==> src/hw/adccfg_pkg.sv <==
package adccfg_pkg;
	// sfr addresses of the registers this block answers
	localparam logic [7:0] ADDR_SETUP = 8'hbc; // converter_setup
	localparam logic [7:0] ADDR_RES_LOW = 8'hbd; // result_low_byte
	localparam logic [7:0] ADDR_RES_HIGH = 8'hbe; // result_high_byte
	localparam logic [7:0] ADDR_CONTROL = 8'he8; // converter_control
	// indirect gain register addresses
	localparam logic [7:0] GAIN_ADDR_HIGH = 8'h04;
	localparam logic [7:0] GAIN_ADDR_LOW = 8'h07;
	localparam logic [7:0] GAIN_ADDR_EXTRA = 8'h08;
	// reset values
	localparam logic [7:0] SETUP_RESET = 8'hf8;
	localparam logic [7:0] GAIN_HIGH_RESET = 8'hfc;
	localparam logic [3:0] GAIN_LOW_RESET = 4'h0;
	localparam logic EXTRA_GAIN_RESET = 1'b1;
	localparam logic [7:0] CONTROL_RESET = 8'h00;
	// converter_setup field positions
	localparam int DIV_MSB = 7;
	localparam int DIV_LSB = 3;
	localparam int RPT_MSB = 2;
	localparam int RPT_LSB = 1;
	localparam int GAIN_EN_BIT = 0;
	// converter_control field positions
	localparam int ENABLE_BIT = 7;
	localparam int BURST_BIT = 6;
	localparam int DONE_BIT = 5;
	localparam int BUSY_BIT = 4;
	localparam int WINDOW_BIT = 3;
	localparam int LJUST_BIT = 2;
	// burst source clock: at most 30 MHz, made from the 100 MHz clock
	localparam int CLK_MHZ = 100;
	localparam int BURST_SRC_MHZ = 30;
	localparam logic [1:0] BURST_PRE_DIV = 2'((CLK_MHZ + BURST_SRC_MHZ - 1) / BURST_SRC_MHZ - 1);
	// conversion clock periods per conversion
	localparam logic [4:0] CONV_PERIODS = 5'd16;
	typedef enum logic [1:0] {ADCCFG_IDLE, ADCCFG_CONV, ADCCFG_WAIT} adccfg_state_t;
endpackage : adccfg_pkg

==> src/hw/adccfg_clkdiv.sv <==
// divides a source enable by field+1 into conversion clock ticks
module adccfg_clkdiv (
	input wire logic clk_i,
	input wire logic srst_i,
	input wire logic src_tick_i, // one pulse per source clock period
	input wire logic run_i, // restarts the divider while low
	input wire logic [4:0] div_i, // sar_clock_divider field
	output logic tick_o // conversion_clock pulse
);
	logic [4:0] cnt_q; // counts source ticks
	wire cnt_wrap = (cnt_q >= div_i);

	// count source ticks, pulse on wrap
	always_ff @(posedge clk_i) begin
		if (srst_i || !run_i) begin
			cnt_q <= 5'h00;
			tick_o <= 1'b0;
		end else begin
			tick_o <= src_tick_i && cnt_wrap;
			if (src_tick_i) begin
				cnt_q <= cnt_wrap ? 5'h00 : cnt_q + 5'h01;
			end
		end
	end
endmodule // adccfg_clkdiv

==> src/hw/adccfg_top.sv <==
// Overview of operation
// - extra gain bit adds one sixty-fourth gain
// - extra gain at indirect 0x08, bit0 resets one
// - conversion clock equals source over field+1
// - burst off: divider source is system clock
// - burst on: divider source at most 30 MHz
// - repeat field sets 1,4,8,16 conversions
// - normal mode: one start per conversion
// - burst: one start runs all conversions
// - results summed into high/low pair
// - setup bit0 enables gain programming
// - gain enabled: high selects, low loads
// - gain word is high byte plus low nibble
module adccfg_top (
	input wire logic clk_i,
	input wire logic srst_i,
	input wire logic sfr_wr_i, // sfr write strobe
	input wire logic [7:0] sfr_addr_i, // sfr address
	input wire logic [7:0] sfr_wdata_i, // sfr write data
	output logic [7:0] sfr_rdata_o, // registered read data
	input wire logic start_i, // start-of-conversion pulse
	input wire logic [11:0] sample_i, // converter result
	output logic conv_strobe_o, // conversion_clock pulse to the sar
	output logic [11:0] gain_word_o, // twelve-bit gain
	output logic add_sixtyfourth_gain_o, // extra gain bit
	output logic [12:0] gain_scaled_o, // gain in 1/4096 units
	output logic conversion_done_irq_o // accumulation complete
);
	logic [7:0] setup_q; // converter_setup
	logic [7:0] control_q; // converter_control
	logic [7:0] gain_high_q; // gain_word_high
	logic [3:0] gain_low_q; // gain_word_low upper nibble
	logic extra_gain_q; // add_sixtyfourth_gain
	logic [7:0] gain_sel_q; // indirect address
	logic [15:0] acc_q; // accumulated result
	logic [4:0] left_q; // conversions still to run
	logic [4:0] per_q; // conversion clock periods in flight
	logic [1:0] pre_q; // burst source prescaler
	logic src_tick_q; // divider source enable
	logic win_q; // window flag kept by software
	adccfg_pkg::adccfg_state_t state_q;
	wire conv_tick;

	wire [4:0] div_fld = setup_q[adccfg_pkg::DIV_MSB:adccfg_pkg::DIV_LSB];
	wire [1:0] rpt_fld = setup_q[adccfg_pkg::RPT_MSB:adccfg_pkg::RPT_LSB];
	wire gain_en = setup_q[adccfg_pkg::GAIN_EN_BIT];
	wire burst = control_q[adccfg_pkg::BURST_BIT];
	wire enabled = control_q[adccfg_pkg::ENABLE_BIT];
	// repeat code to conversion count
	wire [4:0] rpt_count = (rpt_fld == 2'b00) ? 5'd1 :
		(rpt_fld == 2'b01) ? 5'd4 :
		(rpt_fld == 2'b10) ? 5'd8 : 5'd16;
	wire wr_setup = sfr_wr_i && (sfr_addr_i == adccfg_pkg::ADDR_SETUP);
	wire wr_ctl = sfr_wr_i && (sfr_addr_i == adccfg_pkg::ADDR_CONTROL);
	wire wr_hi = sfr_wr_i && (sfr_addr_i == adccfg_pkg::ADDR_RES_HIGH);
	wire wr_lo = sfr_wr_i && (sfr_addr_i == adccfg_pkg::ADDR_RES_LOW);
	wire gain_load = wr_lo && gain_en;
	wire busy = (state_q != adccfg_pkg::ADCCFG_IDLE);
	wire conv_end = (state_q == adccfg_pkg::ADCCFG_CONV) && conv_tick &&
		(per_q == adccfg_pkg::CONV_PERIODS - 5'd1);
	wire last_conv = conv_end && (left_q == 5'd1);
	wire start_ok = start_i && enabled && !gain_en;
	wire [15:0] acc_sum = acc_q + {4'h0, sample_i};
	// live read value of converter_control
	wire [7:0] ctl_view = {control_q[7:6], conversion_done_irq_o, busy, win_q,
		control_q[adccfg_pkg::LJUST_BIT], control_q[1:0]};
	// justified result view
	wire ljust = control_q[adccfg_pkg::LJUST_BIT];
	wire [7:0] res_hi = ljust ? acc_q[11:4] : acc_q[15:8];
	wire [7:0] res_lo = ljust ? {acc_q[3:0], 4'h0} : acc_q[7:0];
	wire [7:0] rd_mux = (sfr_addr_i == adccfg_pkg::ADDR_SETUP) ? setup_q :
		(sfr_addr_i == adccfg_pkg::ADDR_CONTROL) ? ctl_view :
		(sfr_addr_i == adccfg_pkg::ADDR_RES_HIGH) ? res_hi :
		(sfr_addr_i == adccfg_pkg::ADDR_RES_LOW) ? res_lo : 8'h00;

	// divider source: full clock, or prescaled below 30 MHz in burst
	always_ff @(posedge clk_i) begin
		if (srst_i) begin
			pre_q <= 2'h0;
			src_tick_q <= 1'b0;
		end else if (!burst) begin
			pre_q <= 2'h0;
			src_tick_q <= 1'b1;
		end else begin
			pre_q <= (pre_q == adccfg_pkg::BURST_PRE_DIV) ? 2'h0 : pre_q + 2'h1;
			src_tick_q <= (pre_q == adccfg_pkg::BURST_PRE_DIV);
		end
	end

	adccfg_clkdiv u_div (
		.clk_i(clk_i),
		.srst_i(srst_i),
		.src_tick_i(src_tick_q),
		.run_i(busy),
		.div_i(div_fld),
		.tick_o(conv_tick)
	);

	// configuration and control registers
	always_ff @(posedge clk_i) begin
		if (srst_i) begin
			setup_q <= adccfg_pkg::SETUP_RESET;
			control_q <= adccfg_pkg::CONTROL_RESET;
		end else begin
			if (wr_setup) begin
				setup_q <= sfr_wdata_i;
			end
			if (wr_ctl) begin
				control_q <= sfr_wdata_i;
			end
		end
	end

	// flags: hardware set wins over software clear
	always_ff @(posedge clk_i) begin
		if (srst_i) begin
			conversion_done_irq_o <= 1'b0;
			win_q <= 1'b0;
		end else begin
			if (last_conv) begin
				conversion_done_irq_o <= 1'b1;
			end else if (wr_ctl) begin
				conversion_done_irq_o <= sfr_wdata_i[adccfg_pkg::DONE_BIT];
			end
			if (wr_ctl) begin
				win_q <= sfr_wdata_i[adccfg_pkg::WINDOW_BIT];
			end
		end
	end

	// indirect gain registers, write-only
	always_ff @(posedge clk_i) begin
		if (srst_i) begin
			gain_sel_q <= 8'h00;
			gain_high_q <= adccfg_pkg::GAIN_HIGH_RESET;
			gain_low_q <= adccfg_pkg::GAIN_LOW_RESET;
			extra_gain_q <= adccfg_pkg::EXTRA_GAIN_RESET;
		end else begin
			if (wr_hi && gain_en) begin
				gain_sel_q <= sfr_wdata_i;
			end
			if (gain_load) begin
				case (gain_sel_q)
					adccfg_pkg::GAIN_ADDR_HIGH: gain_high_q <= sfr_wdata_i;
					adccfg_pkg::GAIN_ADDR_LOW: gain_low_q <= sfr_wdata_i[7:4];
					adccfg_pkg::GAIN_ADDR_EXTRA: extra_gain_q <= sfr_wdata_i[0];
					default: gain_sel_q <= gain_sel_q;
				endcase
			end
		end
	end

	// conversion sequencer and accumulator
	always_ff @(posedge clk_i) begin
		if (srst_i) begin
			state_q <= adccfg_pkg::ADCCFG_IDLE;
			acc_q <= 16'h0000;
			left_q <= 5'd0;
			per_q <= 5'd0;
		end else begin
			if (wr_hi && !gain_en) begin
				acc_q[15:8] <= sfr_wdata_i;
			end else if (wr_lo && !gain_en) begin
				acc_q[7:0] <= sfr_wdata_i;
			end
			case (state_q)
				adccfg_pkg::ADCCFG_IDLE: begin
					if (start_ok) begin
						acc_q <= 16'h0000;
						left_q <= rpt_count;
						per_q <= 5'd0;
						state_q <= adccfg_pkg::ADCCFG_CONV;
					end
				end
				adccfg_pkg::ADCCFG_CONV: begin
					if (conv_tick) begin
						per_q <= conv_end ? 5'd0 : per_q + 5'd1;
					end
					if (conv_end) begin
						acc_q <= acc_sum;
						left_q <= left_q - 5'd1;
						if (last_conv) begin
							state_q <= adccfg_pkg::ADCCFG_IDLE;
						end else if (burst) begin
							state_q <= adccfg_pkg::ADCCFG_CONV;
						end else begin
							state_q <= adccfg_pkg::ADCCFG_WAIT;
						end
					end
				end
				adccfg_pkg::ADCCFG_WAIT: begin
					if (start_ok || burst) begin
						state_q <= adccfg_pkg::ADCCFG_CONV;
					end
				end
				default: state_q <= adccfg_pkg::ADCCFG_IDLE;
			endcase
		end
	end

	// registered outputs
	always_ff @(posedge clk_i) begin
		if (srst_i) begin
			sfr_rdata_o <= 8'h00;
			conv_strobe_o <= 1'b0;
			gain_word_o <= {adccfg_pkg::GAIN_HIGH_RESET, adccfg_pkg::GAIN_LOW_RESET};
			add_sixtyfourth_gain_o <= adccfg_pkg::EXTRA_GAIN_RESET;
			gain_scaled_o <= 13'h0000;
		end else begin
			sfr_rdata_o <= rd_mux;
			conv_strobe_o <= conv_tick && (state_q == adccfg_pkg::ADCCFG_CONV);
			gain_word_o <= {gain_high_q, gain_low_q};
			add_sixtyfourth_gain_o <= extra_gain_q;
			// one sixty-fourth is 64 in 1/4096 units
			gain_scaled_o <= {1'b0, gain_high_q, gain_low_q} +
				(extra_gain_q ? 13'h0040 : 13'h0000);
		end
	end
endmodule // adccfg_top

==> config.mk <==
export PLATFORM = sky130hd
export DESIGN_NAME = adccfg_top
export DESIGN_NICKNAME = d
export VERILOG_FILES = /design/src/hw/adccfg_pkg.sv /design/src/hw/adccfg_clkdiv.sv /design/src/hw/adccfg_top.sv
export SDC_FILE = /design/constraint.sdc
export NUM_CORES = 1
export LEC_CHECK = 0
export BUFFER_PORTS_ARGS = -buffer_cell sky130_fd_sc_hd__buf_2
export CAP_MARGIN = 10
export CORE_ASPECT_RATIO = 1.1
export CORE_MARGIN = 1
export CORE_UTILIZATION = 40
export DETAILED_ROUTE_END_ITERATION = 8
export PLACE_DENSITY = 0.69
export SLEW_MARGIN = 30
export SYNTH_ARGS = -nofsm -noshare
export SYNTH_HDL_FRONTEND = slang
export SYNTH_SLANG_ARGS = --single-unit
==> constraint.sdc <==
create_clock -name clk_i -period 2.3 [get_ports clk_i]
set_input_delay 0.23 -clock clk_i [delete_from_list [all_inputs] [get_ports clk_i]]
set_output_delay 0.23 -clock clk_i [all_outputs]
set_load 0.01 [all_outputs]
After elaboration in Yosys (flattened, before gate mapping)
Index checks and enable logic that the tools add are counted.
{"block": "word_totals", "reg_bits": 111, "in_bits": 32, "word_cells": 115, "output_inout_bits": 36}
{"block": "classes", "reduce_logical": 31, "bitwise": 1, "mux": 36, "eq_ne": 19, "n_addsub": 6, "n_lt_le_gt_ge": 1}
{"operator": "$mux W8", "n": 12}
{"operator": "$mux W5", "n": 9}
{"operator": "$eq A8 B8 Y1 const B", "n": 4}
{"operator": "$mux W16", "n": 2}
{"operator": "$pmux W16 S2", "n": 1}
{"operator": "$pmux W5 S2", "n": 2}
{"operator": "$add A16 B12 Y16", "n": 1}
{"operator": "$eq A8 B3 Y1 const B", "n": 2}
{"operator": "$logic_and A1 B1 Y1", "n": 14}
{"operator": "$add A12 B7 Y13", "n": 1}
{"operator": "$add A5 B1 Y5 const B", "n": 2}
{"operator": "$mux W2", "n": 5}
{"operator": "$reduce_and A3 Y1", "n": 3}
{"operator": "$eq A8 B4 Y1 const B", "n": 1}
{"operator": "$ne A2 B2 Y1 const B", "n": 4}
{"operator": "$mux W7", "n": 1}
{"operator": "$eq A2 B2 Y1 const B", "n": 3}
{"operator": "$pmux W2 S3", "n": 1}
{"operator": "$reduce_and A2 Y1", "n": 3}
{"operator": "$reduce_bool A2 Y1", "n": 3}
{"operator": "$reduce_or A3 Y1", "n": 2}
{"operator": "$eq A5 B1 Y1 const B", "n": 1}
{"operator": "$eq A5 B4 Y1 const B", "n": 1}
{"operator": "$ge A5 B5 Y1", "n": 1}
{"operator": "9 further kinds", "n": 15}

Longest topological paths before layout
{"block": "logic_depth", "depth_word": 7, "depth_mapped": 8, "depth_no_buf": 8}

Modules after synthesis
A second synthesis with hierarchy kept.
{"block": "unflattened", "cells_unflattened": 556, "hier_area_um2": 5049.8}
{"module": "adccfg_top", "cells_per_inst": 507, "area_each_um2": 4642.0, "instances": 1}
{"module": "adccfg_clkdiv", "cells_per_inst": 49, "area_each_um2": 407.9, "instances": 1}

Least setup slack after synthesis
No wires, ideal clock.
{"block": "synth_path", "path_type": "register to register", "start": "register acc_q[0]", "end": "register acc_q[8]", "slack_ps": 356, "setup_time_ps": 124, "path_stages_with_launch": 9, "synth_period_minus_slack_ps": 1944, "arrival_ps": 1820, "path_buffers": 0, "path_cell_list": "dfxtp_1 -> ha_1 -> fa_1 -> a211oi_1 -> o21bai_1 -> a21oi_1 -> o21ai_0 -> xnor2_1 -> o22ai_1"}
{"block": "synth_via", "elab_chain_len": 3}
{"element": "from (decl)", "line_no": "adccfg_top.sv:35", "text": "logic [15:0] acc_q;"}
{"element": "from (signal assigned)", "line_no": "adccfg_top.sv:164", "text": "acc_q[7:0] <= sfr_wdata_i;"}
{"element": "from (signal assigned)", "line_no": "adccfg_top.sv:180", "text": "acc_q <= acc_sum;"}
{"element": "$add A16 B12 Y16", "line_no": "adccfg_top.sv:63", "text": "wire [15:0] acc_sum = acc_q + {4'h0, sample_i};"}
{"element": "$mux W16", "line_no": "adccfg_top.sv:179", "text": "if (conv_end) begin"}
{"element": "$pmux W16 S2", "line_no": "adccfg_top.sv:166", "text": "case (state_q)"}
Every way passes these cells.
A chain may end at the register's enable or synchronous reset.

Worst setup path in the final report
{"block": "layout_path", "start": "register acc_q[0]", "end": "register acc_q[12]"}
Same word-level chain as after synthesis.

==> metrics.yaml <==
floorplanning:
  die_w_um: 109
  start_util_pct: 41.4
  pin_count: 68
  fp-row-count: 42
  die_y_um: 119
  die_area_um2: 12900
  coreArea_um2: 12100
synthesis:
  synth.avg_cell_area_um2: 9.07
  synth_seq_area_share_pct: 40.9
  yosysWarnings: 0
  synth_fp_nets: 608
  synth_top_area_share_pct: 40.9
  synth_seq_cells: 102
  yosys-top-cells-count: "102 x dfxtp_1, 60 x nor2_1, 51 x mux2i_1, 41 x a21oi_1, 39 x nand2_1"
  synth_edf_count: 0
  yosysTopAreaCell: "dfxtp_1"
  netlist_instances: 551
  yosysMostFrequentCell: "dfxtp_1"
  synth_top_flop_cell: "dfxtp_1"
  synth_area_um2: 5000
  ys_top_cells_by_area: "dfxtp_1 41%, mux2i_1 10%, ha_1 6.0%"
  async_flop_share_pct: 0
  synth_cell_type_count: 64
setup_path:
  r2r_slack_ps: 180
  path_class: "reg -> reg"
  cp-start-kind: "flip-flop"
  worstPathRequired_ps: 2540
  endpoint_kind: "flip-flop"
  cp_max_fo: 4
  cp.arrival_ps: 2370
power:
  p_per_area_nw_per_um2: 603
  max-vdd-ir-drop_uv: 446
  p_leak_nw: 2.40
placement:
  placed_area_um2: 5430
  portBuffers: 67
  routabilityCongestion: 0.930
  hpwl_um: 8720
  dp.cells: 750
detailed_routing:
  wl_met1_um: 5330
  top_layer_used: "met4"
  vias_per_cell: 5.40
  drt_wl_total_um: 11800
  wl_per_cell_um: 15.4
  via_count: 4136
  firstDrtPassIters: 4
  drtIter0Drc: 295
  ant_nets: 0
  drc: 0
  wl_met2_um: 5720
  dr_wl_met3_um: 509
clock_network:
  cts_sinks: 102
  clock-root-buffer: "clkbuf_16"
  clock_path_buffers: 2
  insertion_delay_ps: 340
  cts_tree: "done"
  path_clk_slew_ps: 70
  cts-buffers-inserted: 9
  cts_max_level: 3
timing:
  relSlewSlack_pct: 56.1
  setup_violations: 0
  period_needed_ps: 2120
  report.final.hold_viol_count: 0
  holdWs_ps: 229
  clock-skew-final_ps: 8.90
  fmax_ghz: 0.471
  drv_slew: 0
  rsz0062_at_grt: "false"
  min_period_over_period_pct: 92.4
  worst_slew_pin_slew_ps: 659
  totalNegativeSetupSlack_ps: 0
final_layout:
  area_growth_pct: 15.1
  n_antenna_cell: 0
  nets: 664
  instances_no_fill: 766
  final_area_um2: 5750
  fillers: 1174
  drive_above_1_share_pct: 18.5
  final_core_util_pct: 47.6
run_status:
  status: "completed"
global_routing:
  grtUsageTotal_pct: 19.0
  grt_pass1_vias: 4051
  grt_max_degree: 70
  grt-ovfl-total: 0
  grt_pass1_wl_um: 19200
  grt_antenna_before_repair: 0
job:
  max_cap_violations: 0
min_path:
  holdCritPathClass: "in -> reg"
[worst max-delay path: stages, from the launching register on]
cell,delay (ps)
dfxtp_1,340
ha_1,240
fa_1,440
a211oi_2,240
o21ai_0,210
o211ai_1,170
nand2_1,100
o2bb2ai_1,140
a21o_1,140
[worst paths after layout]
path,cells after the start,end,from
setup / recovery,8,acc_q[12]$_SDFF_PP0_,acc_q[0]$_SDFF_PP0_
setup reg to reg,8,acc_q[12]$_SDFF_PP0_,acc_q[0]$_SDFF_PP0_
hold reg to reg,1,pre_q[0]$_SDFF_PP0_,pre_q[0]$_SDFF_PP0_
hold / removal,4,acc_q[0]$_SDFF_PP0_,sample_i[0]
[cell families after synthesis]
family          count (synthesis)  synth area share [%]
simple gates                  187                  19.1
compound gates                115                  14.7
flops                         102                  40.9
mux                            51                  10.2
buf+inv                        47                  4.46
fa+ha+maj                      25                  6.41
xor+xnor                       24                  4.21
[power by group]
part | switching (mW) | internal, mW | total, mW
Combinational | 0.0972 | 0.0503 | 0.148
Clock | 0.645 | 0.902 | 1.55
Sequential | 0.00396 | 1.77 | 1.77
Total | 0.746 | 2.72 | 3.47
[metrics by stage]
step | power (mW) | worst slack, ps
global route | 3.58 | 37.7
global placement | 1.96 | 130
CTS | 3.49 | 92.3
detailed placement | 1.96 | 89.5
floorplan | 1.89 | 356
finish | 3.47 | 176
[cell type report]
type / count / area (um^2) / area share (%)
clock buffers: 13 / 260 / 4.52
clock inverters: 3 / 42.5 / 0.740
inverters: 16 / 60.1 / 1.04
multi-input cells: 402 / 2750 / 47.8
flip-flops and latches: 102 / 2040 / 35.5
well taps: 154 / 193 / 3.35
repair buffers: 76 / 403 / 7.00
[per-layer routing]
layer  GRT usage [%]  vias to the layer above
li1                -                     2059
met1            22.9                     1948
met2            33.0                      111
met3            3.23                       18
met4            7.35                        0
met5               0                        -
[sequential cells by signal, indices dropped and copies added (netlist names), 5 cells and up]
name	count
acc_q	16
gain_word_o	12
gain_high_q	8
gain_sel_q	8
setup_q	8
sfr_rdata_o	8
gain_scaled_o	7
control_q	6
left_q	5
per_q	5
u_div.cnt_q	5
[cells in the final DEF (no fill, tap or decap), types with 10 or more instances in the layout]
cell type,netlist,layout
a21oi_1,41,41
buf_2,6,67
dfxtp_1,102,102
ha_1,24,24
inv_1,16,16
mux2i_1,51,51
nand2_1,39,39
nand3_1,15,15
nor2_1,60,60
nor2b_1,11,11
o21ai_0,13,13
o22ai_1,14,14
xnor2_1,14,14
xor2_1,10,10
[timing repair]
action / 4_1_cts / 5_1_grt
hold buffers: 0 / 0
resized for setup: 0 / 2
setup endpoints to repair: 0 / 7
buffers inserted: 0 / 0
Note: power is estimated with default switching activity, not from simulation.
